===== config.mk =====
export PLATFORM = sky130hd
export DESIGN_NAME = cond_branch_bit_clear_exec
export DESIGN_NICKNAME = d
export VERILOG_FILES = /design/src/verilog/cbx_pkg.sv /design/src/verilog/qphase_gen.sv /design/src/verilog/cond_branch_bit_clear_exec.sv
export VERILOG_INCLUDE_DIRS = /design/src /design/src/verilog
export SDC_FILE = /design/constraint.sdc
export NUM_CORES = 1
export LEC_CHECK = 0
export BUFFER_PORTS_ARGS = -buffer_cell sky130_fd_sc_hd__buf_2
export CAP_MARGIN = 0
export CORE_MARGIN = 2
export CORE_UTILIZATION = 51
export CTS_CLUSTER_DIAMETER = 200
export DETAILED_ROUTE_END_ITERATION = 16
export GPL_TIMING_DRIVEN = 0
export PLACE_DENSITY = 0.82
export SLEW_MARGIN = 25
export SYNTH_ARGS = -nofsm -noshare
export SYNTH_HDL_FRONTEND = slang
export SYNTH_HIERARCHICAL = 1
export SYNTH_SLANG_ARGS = --single-unit

===== constraint.sdc =====
create_clock -name pclk -period 2.7 [get_ports pclk]
set_input_delay 0 -clock pclk [delete_from_list [all_inputs] [get_ports pclk]]
set_output_delay 0 -clock pclk [all_outputs]
set_load 0.01 [all_outputs]

===== src/verilog/cbx_consts.svh =====
// Purpose: Constants for the conditional branch and bit clear executor
// Assumes: Included by bare name; definitions only
// Notes:   Offsets are APB byte addresses, one aligned 32-bit word each
`ifndef CBX_CONSTS_SVH
`define CBX_CONSTS_SVH

// ----------------------------------------------------------------
// Opcode decode
// ----------------------------------------------------------------
`define OPC_BRANCH_IF_CARRY_SET      8'hE2
`define OPC_BRANCH_IF_NEGATIVE       8'hE6
`define OPC_BRANCH_IF_CARRY_CLEAR    8'hE3
`define OPC_BRANCH_IF_NOT_NEGATIVE   8'hE7
`define OPC_BRANCH_IF_NO_OVERFLOW    8'hE5
`define OPC_BRANCH_IF_NONZERO        8'hE1
`define OPC_FILE_BIT_CLEAR           4'h9

// ----------------------------------------------------------------
// Instruction word fields
// ----------------------------------------------------------------
`define FLD_HIGH_BYTE_MSB            15
`define FLD_HIGH_BYTE_LSB            8
`define FLD_TOP_NIBBLE_LSB           12
`define FLD_BIT_IDX_MSB              11
`define FLD_BIT_IDX_LSB              9
`define FLD_ACCESS_FLAG              8
`define FLD_LOW_BYTE_MSB             7
`define ACCESS_BANK                  4'h0

// ----------------------------------------------------------------
// Register map and reset values
// ----------------------------------------------------------------
`define REG_CTRL                     8'h00
`define REG_BANK                     8'h04
`define REG_STATUS                   8'h08
`define REG_LAST_TARGET              8'h0C
`define REG_CNT_TAKEN                8'h10
`define REG_CNT_UNTAKEN              8'h14
`define REG_CNT_CLEAR                8'h18
`define CTRL_EN_BIT                  0
`define CTRL_CNT_RST_BIT             1
`define CTRL_EN_RST                  1'b1
`define BANK_RST                     4'h0
`define PC_WIDTH_DEF                 21

`endif


===== src/verilog/cbx_pkg.sv =====
// Purpose: Types shared by the executor and its phase generator
// Assumes: Nothing beyond the language
// Notes:   Constants live in cbx_consts.svh
package cbx_pkg;

   typedef enum logic [1:0] {Q1, Q2, Q3, Q4} qphase_t;

   typedef enum logic [2:0] {
      OP_NONE,
      OP_BRANCH_IF_CARRY_SET,
      OP_BRANCH_IF_NEGATIVE,
      OP_BRANCH_IF_CARRY_CLEAR,
      OP_BRANCH_IF_NOT_NEGATIVE,
      OP_BRANCH_IF_NO_OVERFLOW,
      OP_BRANCH_IF_NONZERO,
      OP_FILE_BIT_CLEAR
   } op_t;

endpackage


===== src/verilog/qphase_gen.sv =====
// Purpose: Quarter-phase sequencer, one phase per pclk
// Assumes: Free-running core clock
// Notes:   Starts in Q1 after reset release
`timescale 1ns/1ns
module qphase_gen import cbx_pkg::*; (
   input  wire logic    pclk,
   input  wire logic    presetn,
   output qphase_t      phase
);

   typedef struct packed {
      qphase_t phase;
   } qstate_t;

   qstate_t st_r;
   qstate_t st_nxt;

   always_comb begin
      st_nxt = st_r;
      unique case (st_r.phase)
         Q1: st_nxt.phase = Q2;
         Q2: st_nxt.phase = Q3;
         Q3: st_nxt.phase = Q4;
         Q4: st_nxt.phase = Q1;
      endcase
   end

   always_ff @(posedge pclk or negedge presetn) begin
      if (!presetn) begin
         st_r <= '{phase: Q1};
      end else begin
         st_r <= st_nxt;
      end
   end

   assign phase = st_r.phase;

endmodule


===== src/verilog/cond_branch_bit_clear_exec.sv =====
// Purpose: Decode and execute of six conditional branches and file bit clear
// Assumes: Instruction word and its address valid during Q1; memory read
//          data valid during Q3 for the read strobed on mem_rd in that same Q3
// Notes:   Status flags are only read here, never written
`timescale 1ns/1ns
`include "cbx_consts.svh"
module cond_branch_bit_clear_exec import cbx_pkg::*; #(
   parameter int PC_W = `PC_WIDTH_DEF
) (
   input  wire logic              pclk,
   input  wire logic              presetn,
   input  wire logic              psel,
   input  wire logic              penable,
   input  wire logic              pwrite,
   input  wire logic [7:0]        paddr,
   input  wire logic [31:0]       pwdata,
   output logic      [31:0]       prdata,
   output logic                   pready,
   output logic                   pslverr,
   input  wire logic [15:0]       instr_word,
   input  wire logic [PC_W-1:0]   instr_addr,
   input  wire logic              flag_carry,
   input  wire logic              flag_negative,
   input  wire logic              flag_overflow,
   input  wire logic              flag_zero,
   output logic                   pc_load,
   output logic      [PC_W-1:0]   pc_value,
   output logic                   nop_cycle,
   output qphase_t                phase,
   output logic                   mem_rd,
   output logic                   mem_wr,
   output logic      [11:0]       mem_addr,
   output logic      [7:0]        mem_wdata,
   input  wire logic [7:0]        mem_rdata
);

   if (PC_W < 10 || PC_W > 32) begin : g_pc_w_check
      $error("PC_W must lie between 10 and 32");
   end

   // ----------------------------------------------------------------
   // Helpers
   // ----------------------------------------------------------------
   function automatic op_t decode_op(input logic [15:0] w);
      logic [7:0] hi;
      hi = w[`FLD_HIGH_BYTE_MSB:`FLD_HIGH_BYTE_LSB];
      if (w[`FLD_HIGH_BYTE_MSB:`FLD_TOP_NIBBLE_LSB] == `OPC_FILE_BIT_CLEAR) begin
         return OP_FILE_BIT_CLEAR;
      end
      unique case (hi)
         `OPC_BRANCH_IF_CARRY_SET:    return OP_BRANCH_IF_CARRY_SET;
         `OPC_BRANCH_IF_NEGATIVE:     return OP_BRANCH_IF_NEGATIVE;
         `OPC_BRANCH_IF_CARRY_CLEAR:  return OP_BRANCH_IF_CARRY_CLEAR;
         `OPC_BRANCH_IF_NOT_NEGATIVE: return OP_BRANCH_IF_NOT_NEGATIVE;
         `OPC_BRANCH_IF_NO_OVERFLOW:  return OP_BRANCH_IF_NO_OVERFLOW;
         `OPC_BRANCH_IF_NONZERO:      return OP_BRANCH_IF_NONZERO;
         default:                     return OP_NONE;
      endcase
   endfunction

   function automatic logic branch_taken(input op_t op, input logic c,
                                         input logic n, input logic ov,
                                         input logic z);
      logic t;
      t = 1'b0;
      unique case (op)
         OP_BRANCH_IF_CARRY_SET:    t = c;
         OP_BRANCH_IF_NEGATIVE:     t = n;
         OP_BRANCH_IF_CARRY_CLEAR:  t = ~c;
         OP_BRANCH_IF_NOT_NEGATIVE: t = ~n;
         OP_BRANCH_IF_NO_OVERFLOW:  t = ~ov;
         OP_BRANCH_IF_NONZERO:      t = ~z;
         OP_NONE, OP_FILE_BIT_CLEAR: t = 1'b0;
      endcase
      return t;
   endfunction

   function automatic logic [PC_W-1:0] branch_target(input logic [PC_W-1:0] base,
                                                     input logic [7:0] n);
      logic [PC_W-1:0] soff;
      soff = PC_W'({{(PC_W-9){n[7]}}, n, 1'b0});
      return base + PC_W'(2) + soff;
   endfunction

   // ----------------------------------------------------------------
   // State
   // ----------------------------------------------------------------
   typedef struct packed {
      op_t              op;
      logic [7:0]       offs;
      logic [PC_W-1:0]  iaddr;
      logic [2:0]       bit_idx;
      logic             acc;
      logic [7:0]       faddr;
      logic             squash;
      logic             squash_next;
      logic             mem_rd;
      logic             mem_wr;
      logic [11:0]      mem_addr;
      logic [7:0]       mem_wdata;
      logic             pc_load;
      logic [PC_W-1:0]  pc_value;
      logic             last_taken;
      logic             en;
      logic [3:0]       bsel;
      logic [15:0]      cnt_taken;
      logic [15:0]      cnt_untaken;
      logic [15:0]      cnt_clear;
      logic [31:0]      prdata;
   } exec_state_t;

   exec_state_t st_r;
   exec_state_t st_nxt;
   qphase_t     q;
   logic        apb_wr;
   logic        apb_setup;
   logic        addr_ok;
   logic        taken_now;

   qphase_gen u_qphase (
      .pclk    (pclk),
      .presetn (presetn),
      .phase   (q)
   );

   // ----------------------------------------------------------------
   // APB decode
   // ----------------------------------------------------------------
   always_comb begin
      unique case (paddr)
         `REG_CTRL, `REG_BANK, `REG_STATUS, `REG_LAST_TARGET,
         `REG_CNT_TAKEN, `REG_CNT_UNTAKEN, `REG_CNT_CLEAR: addr_ok = 1'b1;
         default: addr_ok = 1'b0;
      endcase
   end

   assign apb_setup = psel & ~penable;
   assign apb_wr    = psel & penable & pwrite & addr_ok;
   assign taken_now = branch_taken(st_r.op, flag_carry, flag_negative,
                                   flag_overflow, flag_zero);

   // ----------------------------------------------------------------
   // Next state
   // ----------------------------------------------------------------
   always_comb begin
      st_nxt         = st_r;
      st_nxt.mem_rd  = 1'b0;
      st_nxt.mem_wr  = 1'b0;
      st_nxt.pc_load = 1'b0;

      unique case (q)
         Q1: begin
            // prefetched word discarded after taken branch
            if (st_r.squash || !st_r.en) begin
               st_nxt.op = OP_NONE;
            end else begin
               st_nxt.op = decode_op(instr_word);
            end
            st_nxt.offs    = instr_word[`FLD_LOW_BYTE_MSB:0];
            st_nxt.iaddr   = instr_addr;
            st_nxt.bit_idx = instr_word[`FLD_BIT_IDX_MSB:`FLD_BIT_IDX_LSB];
            st_nxt.acc     = instr_word[`FLD_ACCESS_FLAG];
            st_nxt.faddr   = instr_word[`FLD_LOW_BYTE_MSB:0];
         end
         Q2: begin
            if (st_r.op == OP_FILE_BIT_CLEAR) begin
               st_nxt.mem_rd = 1'b1;
               st_nxt.mem_addr = {st_r.acc ? st_r.bsel : `ACCESS_BANK, st_r.faddr};
            end
         end
         Q3: begin
            if (st_r.op == OP_FILE_BIT_CLEAR) begin
               st_nxt.mem_wdata = mem_rdata & ~(8'h01 << st_r.bit_idx);
               st_nxt.mem_wr    = 1'b1;
            end else if (st_r.op != OP_NONE) begin
               st_nxt.last_taken = taken_now;
               if (taken_now) begin
                  st_nxt.pc_load  = 1'b1;
                  st_nxt.pc_value = branch_target(st_r.iaddr, st_r.offs);
               end
               st_nxt.squash_next = taken_now;
               if (taken_now) begin
                  st_nxt.cnt_taken = st_r.cnt_taken + 16'h0001;
               end else begin
                  st_nxt.cnt_untaken = st_r.cnt_untaken + 16'h0001;
               end
            end
            if (st_r.op == OP_FILE_BIT_CLEAR) begin
               st_nxt.cnt_clear = st_r.cnt_clear + 16'h0001;
            end
         end
         Q4: begin
            st_nxt.squash      = st_r.squash_next;
            st_nxt.squash_next = 1'b0;
         end
      endcase

      // Writes from software; a counter clear with a same-cycle count leaves that counter at 1
      if (apb_wr) begin
         unique case (paddr)
            `REG_CTRL: begin
               st_nxt.en = pwdata[`CTRL_EN_BIT];
               if (pwdata[`CTRL_CNT_RST_BIT]) begin
                  if (st_nxt.cnt_taken == st_r.cnt_taken) begin
                     st_nxt.cnt_taken = 16'h0000;
                  end else begin
                     st_nxt.cnt_taken = 16'h0001;
                  end
                  if (st_nxt.cnt_untaken == st_r.cnt_untaken) begin
                     st_nxt.cnt_untaken = 16'h0000;
                  end else begin
                     st_nxt.cnt_untaken = 16'h0001;
                  end
                  if (st_nxt.cnt_clear == st_r.cnt_clear) begin
                     st_nxt.cnt_clear = 16'h0000;
                  end else begin
                     st_nxt.cnt_clear = 16'h0001;
                  end
               end
            end
            `REG_BANK: st_nxt.bsel = pwdata[3:0];
            default: ;
         endcase
      end

      // Read data captured in setup so it is stable through access
      if (apb_setup) begin
         unique case (paddr)
            `REG_CTRL:        st_nxt.prdata = {31'h0, st_r.en};
            `REG_BANK:        st_nxt.prdata = {28'h0, st_r.bsel};
            `REG_STATUS:      st_nxt.prdata = {27'h0, st_r.op == OP_FILE_BIT_CLEAR,
                                               st_r.squash_next, st_r.last_taken,
                                               st_r.squash, st_r.op != OP_NONE};
            `REG_LAST_TARGET: st_nxt.prdata = 32'(st_r.pc_value);
            `REG_CNT_TAKEN:   st_nxt.prdata = {16'h0, st_r.cnt_taken};
            `REG_CNT_UNTAKEN: st_nxt.prdata = {16'h0, st_r.cnt_untaken};
            `REG_CNT_CLEAR:   st_nxt.prdata = {16'h0, st_r.cnt_clear};
            default:          st_nxt.prdata = 32'h0000_0000;
         endcase
      end
   end

   // ----------------------------------------------------------------
   // Registers
   // ----------------------------------------------------------------
   always_ff @(posedge pclk or negedge presetn) begin
      if (!presetn) begin
         st_r.op          <= OP_NONE;
         st_r.offs        <= 8'h00;
         st_r.iaddr       <= '0;
         st_r.bit_idx     <= 3'h0;
         st_r.acc         <= 1'b0;
         st_r.faddr       <= 8'h00;
         st_r.squash      <= 1'b0;
         st_r.squash_next <= 1'b0;
         st_r.mem_rd      <= 1'b0;
         st_r.mem_wr      <= 1'b0;
         st_r.mem_addr    <= 12'h000;
         st_r.mem_wdata   <= 8'h00;
         st_r.pc_load     <= 1'b0;
         st_r.pc_value    <= '0;
         st_r.last_taken  <= 1'b0;
         st_r.en          <= `CTRL_EN_RST;
         st_r.bsel        <= `BANK_RST;
         st_r.cnt_taken   <= 16'h0000;
         st_r.cnt_untaken <= 16'h0000;
         st_r.cnt_clear   <= 16'h0000;
         st_r.prdata      <= 32'h0000_0000;
      end else begin
         st_r <= st_nxt;
      end
   end

   // ----------------------------------------------------------------
   // Outputs
   // ----------------------------------------------------------------
   // Zero-wait slave: every access completes in its first access cycle
   assign pready    = 1'b1;
   assign pslverr   = psel & penable & ~addr_ok;
   assign prdata    = st_r.prdata;
   assign pc_load   = st_r.pc_load;
   assign pc_value  = st_r.pc_value;
   assign nop_cycle = st_r.squash;
   assign phase     = q;
   assign mem_rd    = st_r.mem_rd;
   assign mem_wr    = st_r.mem_wr;
   assign mem_addr  = st_r.mem_addr;
   assign mem_wdata = st_r.mem_wdata;

endmodule


==> metrics list, run 1 <==
- Boundary pin count: 175
- Run status: finished, final reports clean
- Data on the critical path is required at its endpoint by 3.02 ns.
- For the pin with the worst max-slew slack, the measured transition is 0.730 ns.
- Number of I/O port buffers: 131
- WHS: 0.0181 ns
* Worst setup SP type: flop
- Largest net degree at the start of global routing: 85
* Total wire length: 23,000 um
* Total power consumption of the routed design: 5.57 mW
* Detailed-placement wirelength estimate: 15,800 um
- Buffer levels on the longest clock path: 2
- Crit-path max FO: 3
* LEAKAGE: 5.46 nW
* X dimension of the die: 136 um
- Number of enable flip-flop cells after synthesis: 0
- Area overhead of the layout relative to synthesis: 25.0%
* Remaining global-route overflow: 0
- Remaining antenna violation count: 0
- Detailed-route via count: 7,721
- Fmax: 0.384 GHz
* Number of flip-flops and latches in the synthesized netlist: 159
* Average footprint of a synthesized cell: 9.19 um^2
* Share of flip-flops with an asynchronous set or reset after synthesis: 100%
- In this run the cell area measured after placement is 9870 um^2.
- The die covers 18,400 um^2.
- Number of clock sinks: 159
* Post-synthesis cell area: 8860 um^2
- In the final design database the tool counted 1,316 nets.
- Between clock sinks in the finished design, the worst skew comes to 0.0108 ns.
- TritonCTS built the clock tree.
- Power spread over the standard cell area amounts to 503 nW/um^2.
* Initial antenna violation count: 0
- Site row count: 48
- Worst skew pair latency: 0.44 ns
* Final weighted congestion in routability-driven placement: 0.904
- In the routed design, unresolved DRC markers number 0.
- Initial Utilization: 51.8%
* Post-synthesis instance total: 964
* Count of unique library cells instantiated by Yosys: 62
- Global routing used 25.1% of the available tracks.
- The finished layout holds 1,417 standard cells, fillers aside.
- Dividing the final minimum period by the clock period gives 96.4%.
- Share of cells above drive strength 1: 24.3%
- The first routing iteration left 524 violations.
- Sort of element at the end of the critical path: flop
- Post-detailed-route wirelength per cell: 16.2 um
- Warnings, synthesis: 6
- Headroom to the max-slew limit: 51.1%
- VDD sags by at most 0.439 mV.
* Sequential share of the synthesized area: 44.9%
- Height of the chip: 136 um
* Clock root buffer master: sky130_fd_sc_hd__clkbuf_16
- Via count of the first global-routing pass: 7,531
- Diode insertion count for antenna repair: 0
- Max-cap violations: 0
- Wire length of the first global-routing pass: 36,500 um
- In the layout the commonest cells are sky130_fd_sc_hd__nand2_1 (206), sky130_fd_sc_hd__dfrtp_1 (157), sky130_fd_sc_hd__buf_2 (140), sky130_fd_sc_hd__buf_4 (81), sky130_fd_sc_hd__o21ai_0 (71).
- The pre-antenna-repair detailed-routing pass consisted of 5 iterations.
* Final Setup Violations: 0
- H-tree Lvls: 4
* Number of placed instances with taps included: 1,331
- The tightest min-delay check is of the in -> reg type.
- Hold violation count in the final report: 0
* Final core occ: 64.7%
- Setup tns final: 0 ns
* Ratio of routed vias to standard cells: 5.45
- Slew Viols, Final: 0
- After clock tree synthesis, the clock-pin slew on the worst setup and hold paths is 0.06 ns.
- Leaving out fill and tap cells, the most frequent cell in the layout is sky130_fd_sc_hd__nand2_1.
* Final critical path time including I/O delays and setup: 2.60 ns
- Endpoint arrival time on the critical path: 2.92 ns
* Setup slack after layout: 0.0970 ns
* Placeable core region: 17,100 um^2
- After filler insertion, the fill cell instance count of the layout stands at 1,336.
- TritonCTS created 17 clock buffers.
- Post-layout instance area: 11,100 um^2
* Post-Place Setup Slack: -0.159 ns
- The setup path with the least slack is of type reg -> reg.
* Most frequently used flop master after synthesis: sky130_fd_sc_hd__dfrtp_1
[power breakdown]
part	switching (mW)	internal [mW]	total [mW]	leakage, nW
Sequential	0.0303	2.41	2.44	2.02
Combinational	0.338	0.290	0.628	3.15
Clock	1.03	1.47	2.50	0.289
[path summary, 6_finish.rpt]
path                       cells past startpoint           end         start  slack, ns
max in group asynchronous                      3     st_r[139]       presetn       1.73
min reg2reg                                    2  mem_wdata[4]  mem_wdata[4]       0.47
min                                            4     prdata[0]      paddr[6]       0.02
min in group asynchronous                      2      st_r[34]       presetn       0.15
max                                            9  pc_value[10]     st_r[133]        0.1
max reg2reg                                    9  pc_value[10]     st_r[133]        0.1
[state kept, by name, indices dropped and copies added (netlist names)]
register,count
u_qphase/phase,2
pc_value,21
mem_addr,12
pc_load,1
nop_cycle,1
mem_rd,1
mem_wdata,8
prdata,21
mem_wr,1
st_r,91
[kinds of logic (layout without fill, tap and decap cells)]
logic type	Yosys count	count (layout)	share of synthesized area [%]
simple gates	379	379	19.3
compound gates	180	180	13.1
flops	159	159	44.9
buf+inv	132	350	8.87
xor+xnor	45	45	4.45
fa+ha+maj	43	43	6.16
mux	24	24	3.06
other cells	2	12	0.0848
[critical path, cell delays in order, from the launching register on]
cell	delay (ns)
sky130_fd_sc_hd__dfrtp_1	0.43
sky130_fd_sc_hd__ha_4	0.27
sky130_fd_sc_hd__ha_4	0.17
sky130_fd_sc_hd__fa_2	0.39
sky130_fd_sc_hd__a211oi_4	0.29
sky130_fd_sc_hd__nor2_2	0.08
sky130_fd_sc_hd__o21a_1	0.20
sky130_fd_sc_hd__o41a_1	0.42
sky130_fd_sc_hd__xnor2_1	0.16
sky130_fd_sc_hd__o21ai_0	0.08
[timing repair]
action	in CTS	in global routing
pin swaps	0	6
setup buffers	0	7
hold buffers	48	0
endpoints found under the setup margin	6	6
hold endpoints to repair	124	0
gates resized for setup	4	8
[per-layer routing]
layer / GRT usage [%] / wire length [um] / share of wire [%] / vias up
li1: - / - / - / 3691
met1: 31.4 / 9540 / 42 / 3736
met2: 43.7 / 11900 / 52 / 252
met3: 4.53 / 1040 / 4.5 / 42
met4: 9.03 / 515 / 2.2 / 0
met5: 0 / 0 / 0 / -
[area by class of cell]
type / instances / area, um^2 / area share (%)
multi-input combinational: 683 / 4190 / 37.9
sequential: 159 / 3980 / 35.9
timing repair buffer: 187 / 1230 / 11.1
buffer: 107 / 692 / 6.25
clock buffer: 18 / 429 / 3.87
tap: 225 / 282 / 2.54
clock inverter: 14 / 181 / 1.64
inverter: 24 / 90.1 / 0.813
[synth_stat cells, types with 2 or more instances]
master | count | area, um^2
sky130_fd_sc_hd__mux2i_1 | 8 | 80.1
sky130_fd_sc_hd__o311ai_0 | 2 | 17.5
sky130_fd_sc_hd__clkbuf_1 | 22 | 82.6
sky130_fd_sc_hd__a21o_1 | 8 | 60.1
sky130_fd_sc_hd__a22o_1 | 12 | 105
sky130_fd_sc_hd__o211ai_1 | 5 | 37.5
sky130_fd_sc_hd__xor2_1 | 15 | 131
sky130_fd_sc_hd__nor2_1 | 62 | 233
sky130_fd_sc_hd__buf_2 | 10 | 50.1
sky130_fd_sc_hd__nand4b_1 | 2 | 17.5
sky130_fd_sc_hd__and4_1 | 2 | 17.5
sky130_fd_sc_hd__conb_1 | 2 | 7.51
sky130_fd_sc_hd__nand2b_1 | 8 | 50.1
sky130_fd_sc_hd__dfrtp_1 | 158 | 3950
sky130_fd_sc_hd__o41a_1 | 2 | 22.5
sky130_fd_sc_hd__mux2_2 | 15 | 169
sky130_fd_sc_hd__or2_2 | 2 | 12.5
sky130_fd_sc_hd__nand3_1 | 22 | 110
sky130_fd_sc_hd__nor4_1 | 3 | 18.8
sky130_fd_sc_hd__and3_1 | 11 | 68.8
sky130_fd_sc_hd__o21a_1 | 5 | 37.5
sky130_fd_sc_hd__nor3b_2 | 2 | 25.0
sky130_fd_sc_hd__a211oi_1 | 6 | 45.0
sky130_fd_sc_hd__buf_1 | 2 | 7.51
sky130_fd_sc_hd__a21oi_1 | 28 | 140
sky130_fd_sc_hd__and2_1 | 3 | 18.8
sky130_fd_sc_hd__a31oi_1 | 5 | 31.3
sky130_fd_sc_hd__ha_1 | 42 | 526
sky130_fd_sc_hd__or3_1 | 9 | 56.3
sky130_fd_sc_hd__a221oi_1 | 13 | 114
sky130_fd_sc_hd__or4_1 | 6 | 45.0
sky130_fd_sc_hd__xnor2_1 | 30 | 263
sky130_fd_sc_hd__o31ai_1 | 10 | 75.1
sky130_fd_sc_hd__nand2_1 | 206 | 773
sky130_fd_sc_hd__inv_1 | 22 | 82.6
sky130_fd_sc_hd__o32ai_1 | 2 | 17.5
sky130_fd_sc_hd__o21ai_0 | 71 | 355
sky130_fd_sc_hd__nor2b_1 | 4 | 25.0
sky130_fd_sc_hd__buf_4 | 74 | 556
sky130_fd_sc_hd__nor3_1 | 19 | 95.1
sky130_fd_sc_hd__nand4_1 | 13 | 81.3
Note: power is estimated with default switching activity, not from simulation.
==> run 2, diff against run 1 <==
--- a/config.mk
+++ b/config.mk
@@ -8,6 +8,7 @@
 export LEC_CHECK = 0
 export BUFFER_PORTS_ARGS = -buffer_cell sky130_fd_sc_hd__buf_2
 export CAP_MARGIN = 0
+export CORE_ASPECT_RATIO = 1.75
 export CORE_MARGIN = 2
 export CORE_UTILIZATION = 51
 export CTS_CLUSTER_DIAMETER = 200
==> metrics list, run 2 (synthesis results as in run 1) <==
- Clock Power Share: 44.8% (about the same)
- Wire length of the first global-routing pass: 36,200 um (was 36,500 um)
- The final-layout setup total negative slack came to 0 ns (unchanged).
- LEAKAGE: 5.48 nW (was 5.46 nW)
* Ratio of routed vias to standard cells: 5.44 (was 5.45)
- Placeable core region: 16,900 um^2 (was 17,100 um^2)
- The cell depth of the worst hold path is 3 (was 4).
- The class of the most critical hold timing path is in -> reg (unchanged).
* Final worst clock skew: 0.00896 ns (was 0.0108 ns)
- The count of antenna diodes in the layout came to 0 (unchanged).
- Initial Utilization: 52.3% (was 51.8%)
- Top library cells by usage in the layout, fill and taps aside: sky130_fd_sc_hd__nand2_1 (206), sky130_fd_sc_hd__dfrtp_1 (157), sky130_fd_sc_hd__buf_2 (140), sky130_fd_sc_hd__buf_4 (80), sky130_fd_sc_hd__o21ai_0 (69) (was sky130_fd_sc_hd__nand2_1 (206), sky130_fd_sc_hd__dfrtp_1 (157), sky130_fd_sc_hd__buf_2 (140), sky130_fd_sc_hd__buf_4 (81), sky130_fd_sc_hd__o21ai_0 (71)).
* Final critical path time including I/O delays and setup: 2.63 ns (was 2.60 ns)
* Remaining design rule violation count: 0 (unchanged)
- The overall die height was 178 um (was 136 um).
* First-iteration detailed-routing DRC count: 516 (was 524)
- Post-detailed-route wirelength per cell: 16.2 um (about the same)
* Share of cells above drive strength 1: 24.5% (was 24.3%)
- The area enclosed by the die boundary is 18,500 um^2 (was 18,400 um^2).
- The maximum single-stage delay on the critical path came to 0.42 ns (was 0.43 ns).
* Fmax: 0.380 GHz (was 0.384 GHz)
- Final cycle utilization of the critical path: 97.3% (was 96.4%)
- The required time at the worst-slack endpoint was 3.04 ns (was 3.02 ns).
* Critical Path Most Common Cell: sky130_fd_sc_hd__ha_1 (was sky130_fd_sc_hd__ha_4)
- Peak ir drop on the vdd network: 0.399 mV (was 0.439 mV)
- The total length of routed wires is 23,100 um (was 23,000 um).
* Flip-flop count of the largest register after layout: 91 (unchanged)
* Area overhead of the layout relative to synthesis: 25.5% (was 25.0%)
- Number of clock sinks: 159 (unchanged)
- The number of port buffers was 131 (unchanged).
* Final Setup Violations: 0 (unchanged)
- The number of antenna violations at the first check in global routing came to 0 (unchanged).
- The largest buffer count on any clock path is 2 (unchanged).
- FF-to-FF path depth: 8 (was 9)
- Remaining antenna violation count: 0 (unchanged)
* Endpoint arrival time on the critical path: 2.96 ns (was 2.92 ns)
- The cell with the largest stage delay on the worst path is sky130_fd_sc_hd__dfrtp_1 (unchanged).
- Number of buffers inserted during clock tree synthesis: 17 (unchanged)
- The largest net degree at the start of global routing is 97 (was 85).
- The die width came to 104 um (was 136 um).
- The transition time of the tightest slew-check pin was 0.677 ns (was 0.730 ns).
- List of cells traversed by the critical path: ha_1, ha_1, a211oi_2, o21ai_0, a2bb2oi_2, a21oi_1, o31a_1, o31ai_1 (was ha_4, ha_4, fa_2, a211oi_4, nor2_2, o21a_1, o41a_1, xnor2_1, o21ai_0)
* Combinational fraction of design power: 11.3% (about the same)
* H-tree Lvls: 4 (unchanged)
- The total instance count after detailed placement is 1,333 (was 1,331).
- Registers with the most flip-flops: st_r: 91 flops, pc_value: 21 flops, prdata: 21 flops (unchanged)
* Cell-internal power: 4.12 mW (was 4.17 mW)
- The worst slew margin relative to its limit was 54.7% (was 51.1%).
- Register containing the most flip-flops in the final layout: st_r (unchanged)
* Count of placed standard cells in the final layout, fillers left out: 1,421 (was 1,417)
- Sort of element at the end of the critical path: flop (unchanged)
* Switching share of total power: 26.0% (was 25.1%)
* Clock root buffer master: sky130_fd_sc_hd__clkbuf_16 (unchanged)
- Run status: finished, final reports clean (unchanged)
* Site row count: 63 (was 48)
- Boundary pin count: 175 (unchanged)
- Clk pin slew, worst setup/hold paths: 0.07 ns (was 0.06 ns)
- Final weighted congestion in routability-driven placement: 0.896 (was 0.904)
* Via count of the first global-routing pass: 7,776 (was 7,531)
- The hold violation total from the final report came to 0 (unchanged).
* Final layout net count: 1,318 (was 1,316)
- The total routing resource utilization after global routing was 24.5% (was 25.1%).
* Max-cap violations: 0 (unchanged)
* Crit-path max FO: 4 (was 3)
- The clock insertion delay at the later pin of the skew report came to 0.43 ns (was 0.44 ns).
* NetSw: 1.44 mW (was 1.40 mW)
- The clock tree from TritonCTS is done (unchanged).
* Iteration count of the initial detailed-routing pass: 5 (unchanged)
* WS Path Type: reg -> reg (unchanged)
* Most common cell after layout, fill and taps aside: sky130_fd_sc_hd__nand2_1 (unchanged)
- The startpoint type of the worst setup path is a flop (unchanged).
- The total via count after detailed routing came to 7,736 (was 7,721).
- The number of max-slew violations in the final report came to 0 (unchanged).
- Sequential power share: 43.9% (about the same)
- The half-perimeter wire length of the detailed placement result was 16,500 um (was 15,800 um).
* Remaining global-route overflow: 0 (unchanged)
- Power density over the cells: 500 nW/um^2 (was 503 nW/um^2)
==> run 2: changes by cell type in the layout (fill, tap and decap cells not counted), sizes merged <==
cell / previous run / this run
inv: 27 / 32
clkinvlp: 3 / 0
dlygate4sd3: 48 / 51
buf: 225 / 224
bufinv: 3 / 2
clkbuf: 39 / 38
==> run 2: timing repair <==
item | in CTS | in global routing
setup endpoints to repair | 6 | 7
gates resized for setup | 3 | 14
setup buffers | 0 | 6
pin swaps | 0 | 4
hold endpoints to repair | 120 | 0
hold buffers | 51 | 0
==> run 2: layout make-up <==
cell class	instances	area, um^2
buffer	107	692
clock buffer	17	425
clock inverter	15	191
fill	1294	5830
inverter	24	90.1
multi-input combinational	683	4210
sequential	159	3980
tap	227	284
timing repair buffer	189	1250
==> run 2: critical path: cells and delay by family, from the launching register on <==
family | cells | cell delay, ns
AO/OA/AOI/OAI | 6 | 1.39
adder cells (fa/ha/maj) | 2 | 0.72
flip-flops | 1 | 0.42
==> run 2: path summary, 6_finish.rpt <==
path | to | slack [ns] | start
min in group asynchronous | st_r[164] | 0.08 | presetn
setup / recovery | pc_value[19] | 0.07 | st_r[134]
max in group asynchronous | st_r[84] | 1.79 | presetn
setup reg to reg | pc_value[19] | 0.07 | st_r[134]
hold / removal | prdata[3] | 0.05 | psel
hold reg to reg | mem_wdata[4] | 0.47 | mem_wdata[4]
==> run 2: layer usage <==
layer  wire length (um)  track usage, %  up-vias
met5                  0               0        -
met4               1410            16.4        0
met3                991            4.09       98
met2              12500            46.3      298
met1               8180            24.6     3652
li1                   -               -     3688
==> run 2: stage by stage <==
| step | worst slack (ns) | power, mW | area, um^2 | utilization [%] | hold slack (ns) |
|---|---|---|---|---|---|
| 2_1_floorplan | 0.202 | 2.82 | 8900 | - | -0.296 |
| 3_3_place_gp | -0.673 | 2.98 | 9840 | 58.0 | 0.190 |
| 3_5_place_dp | -0.185 | 3.00 | 9870 | 58.3 | -0.0366 |
| 4_1_cts | 0.0138 | 5.54 | 11000 | 65.0 | 0.0485 |
| 5_1_grt | -0.0179 | 5.75 | 11100 | 65.6 | 0.0993 |
| 6_report | 0.0717 | 5.56 | 11100 | 65.6 | 0.0508 |
==> run 2: power groups by stage <==
| stage | clock network [mW] | logic [mW] | registers (mW) |
|---|---|---|---|
| final | 2.49 | 0.628 | 2.44 |
| after global routing | 2.61 | 0.692 | 2.44 |
| after CTS | 2.52 | 0.583 | 2.44 |
| after detailed placement | 0 | 0.512 | 2.49 |
| after global placement | 0 | 0.497 | 2.48 |
| after floorplan | 0 | 0.342 | 2.48 |
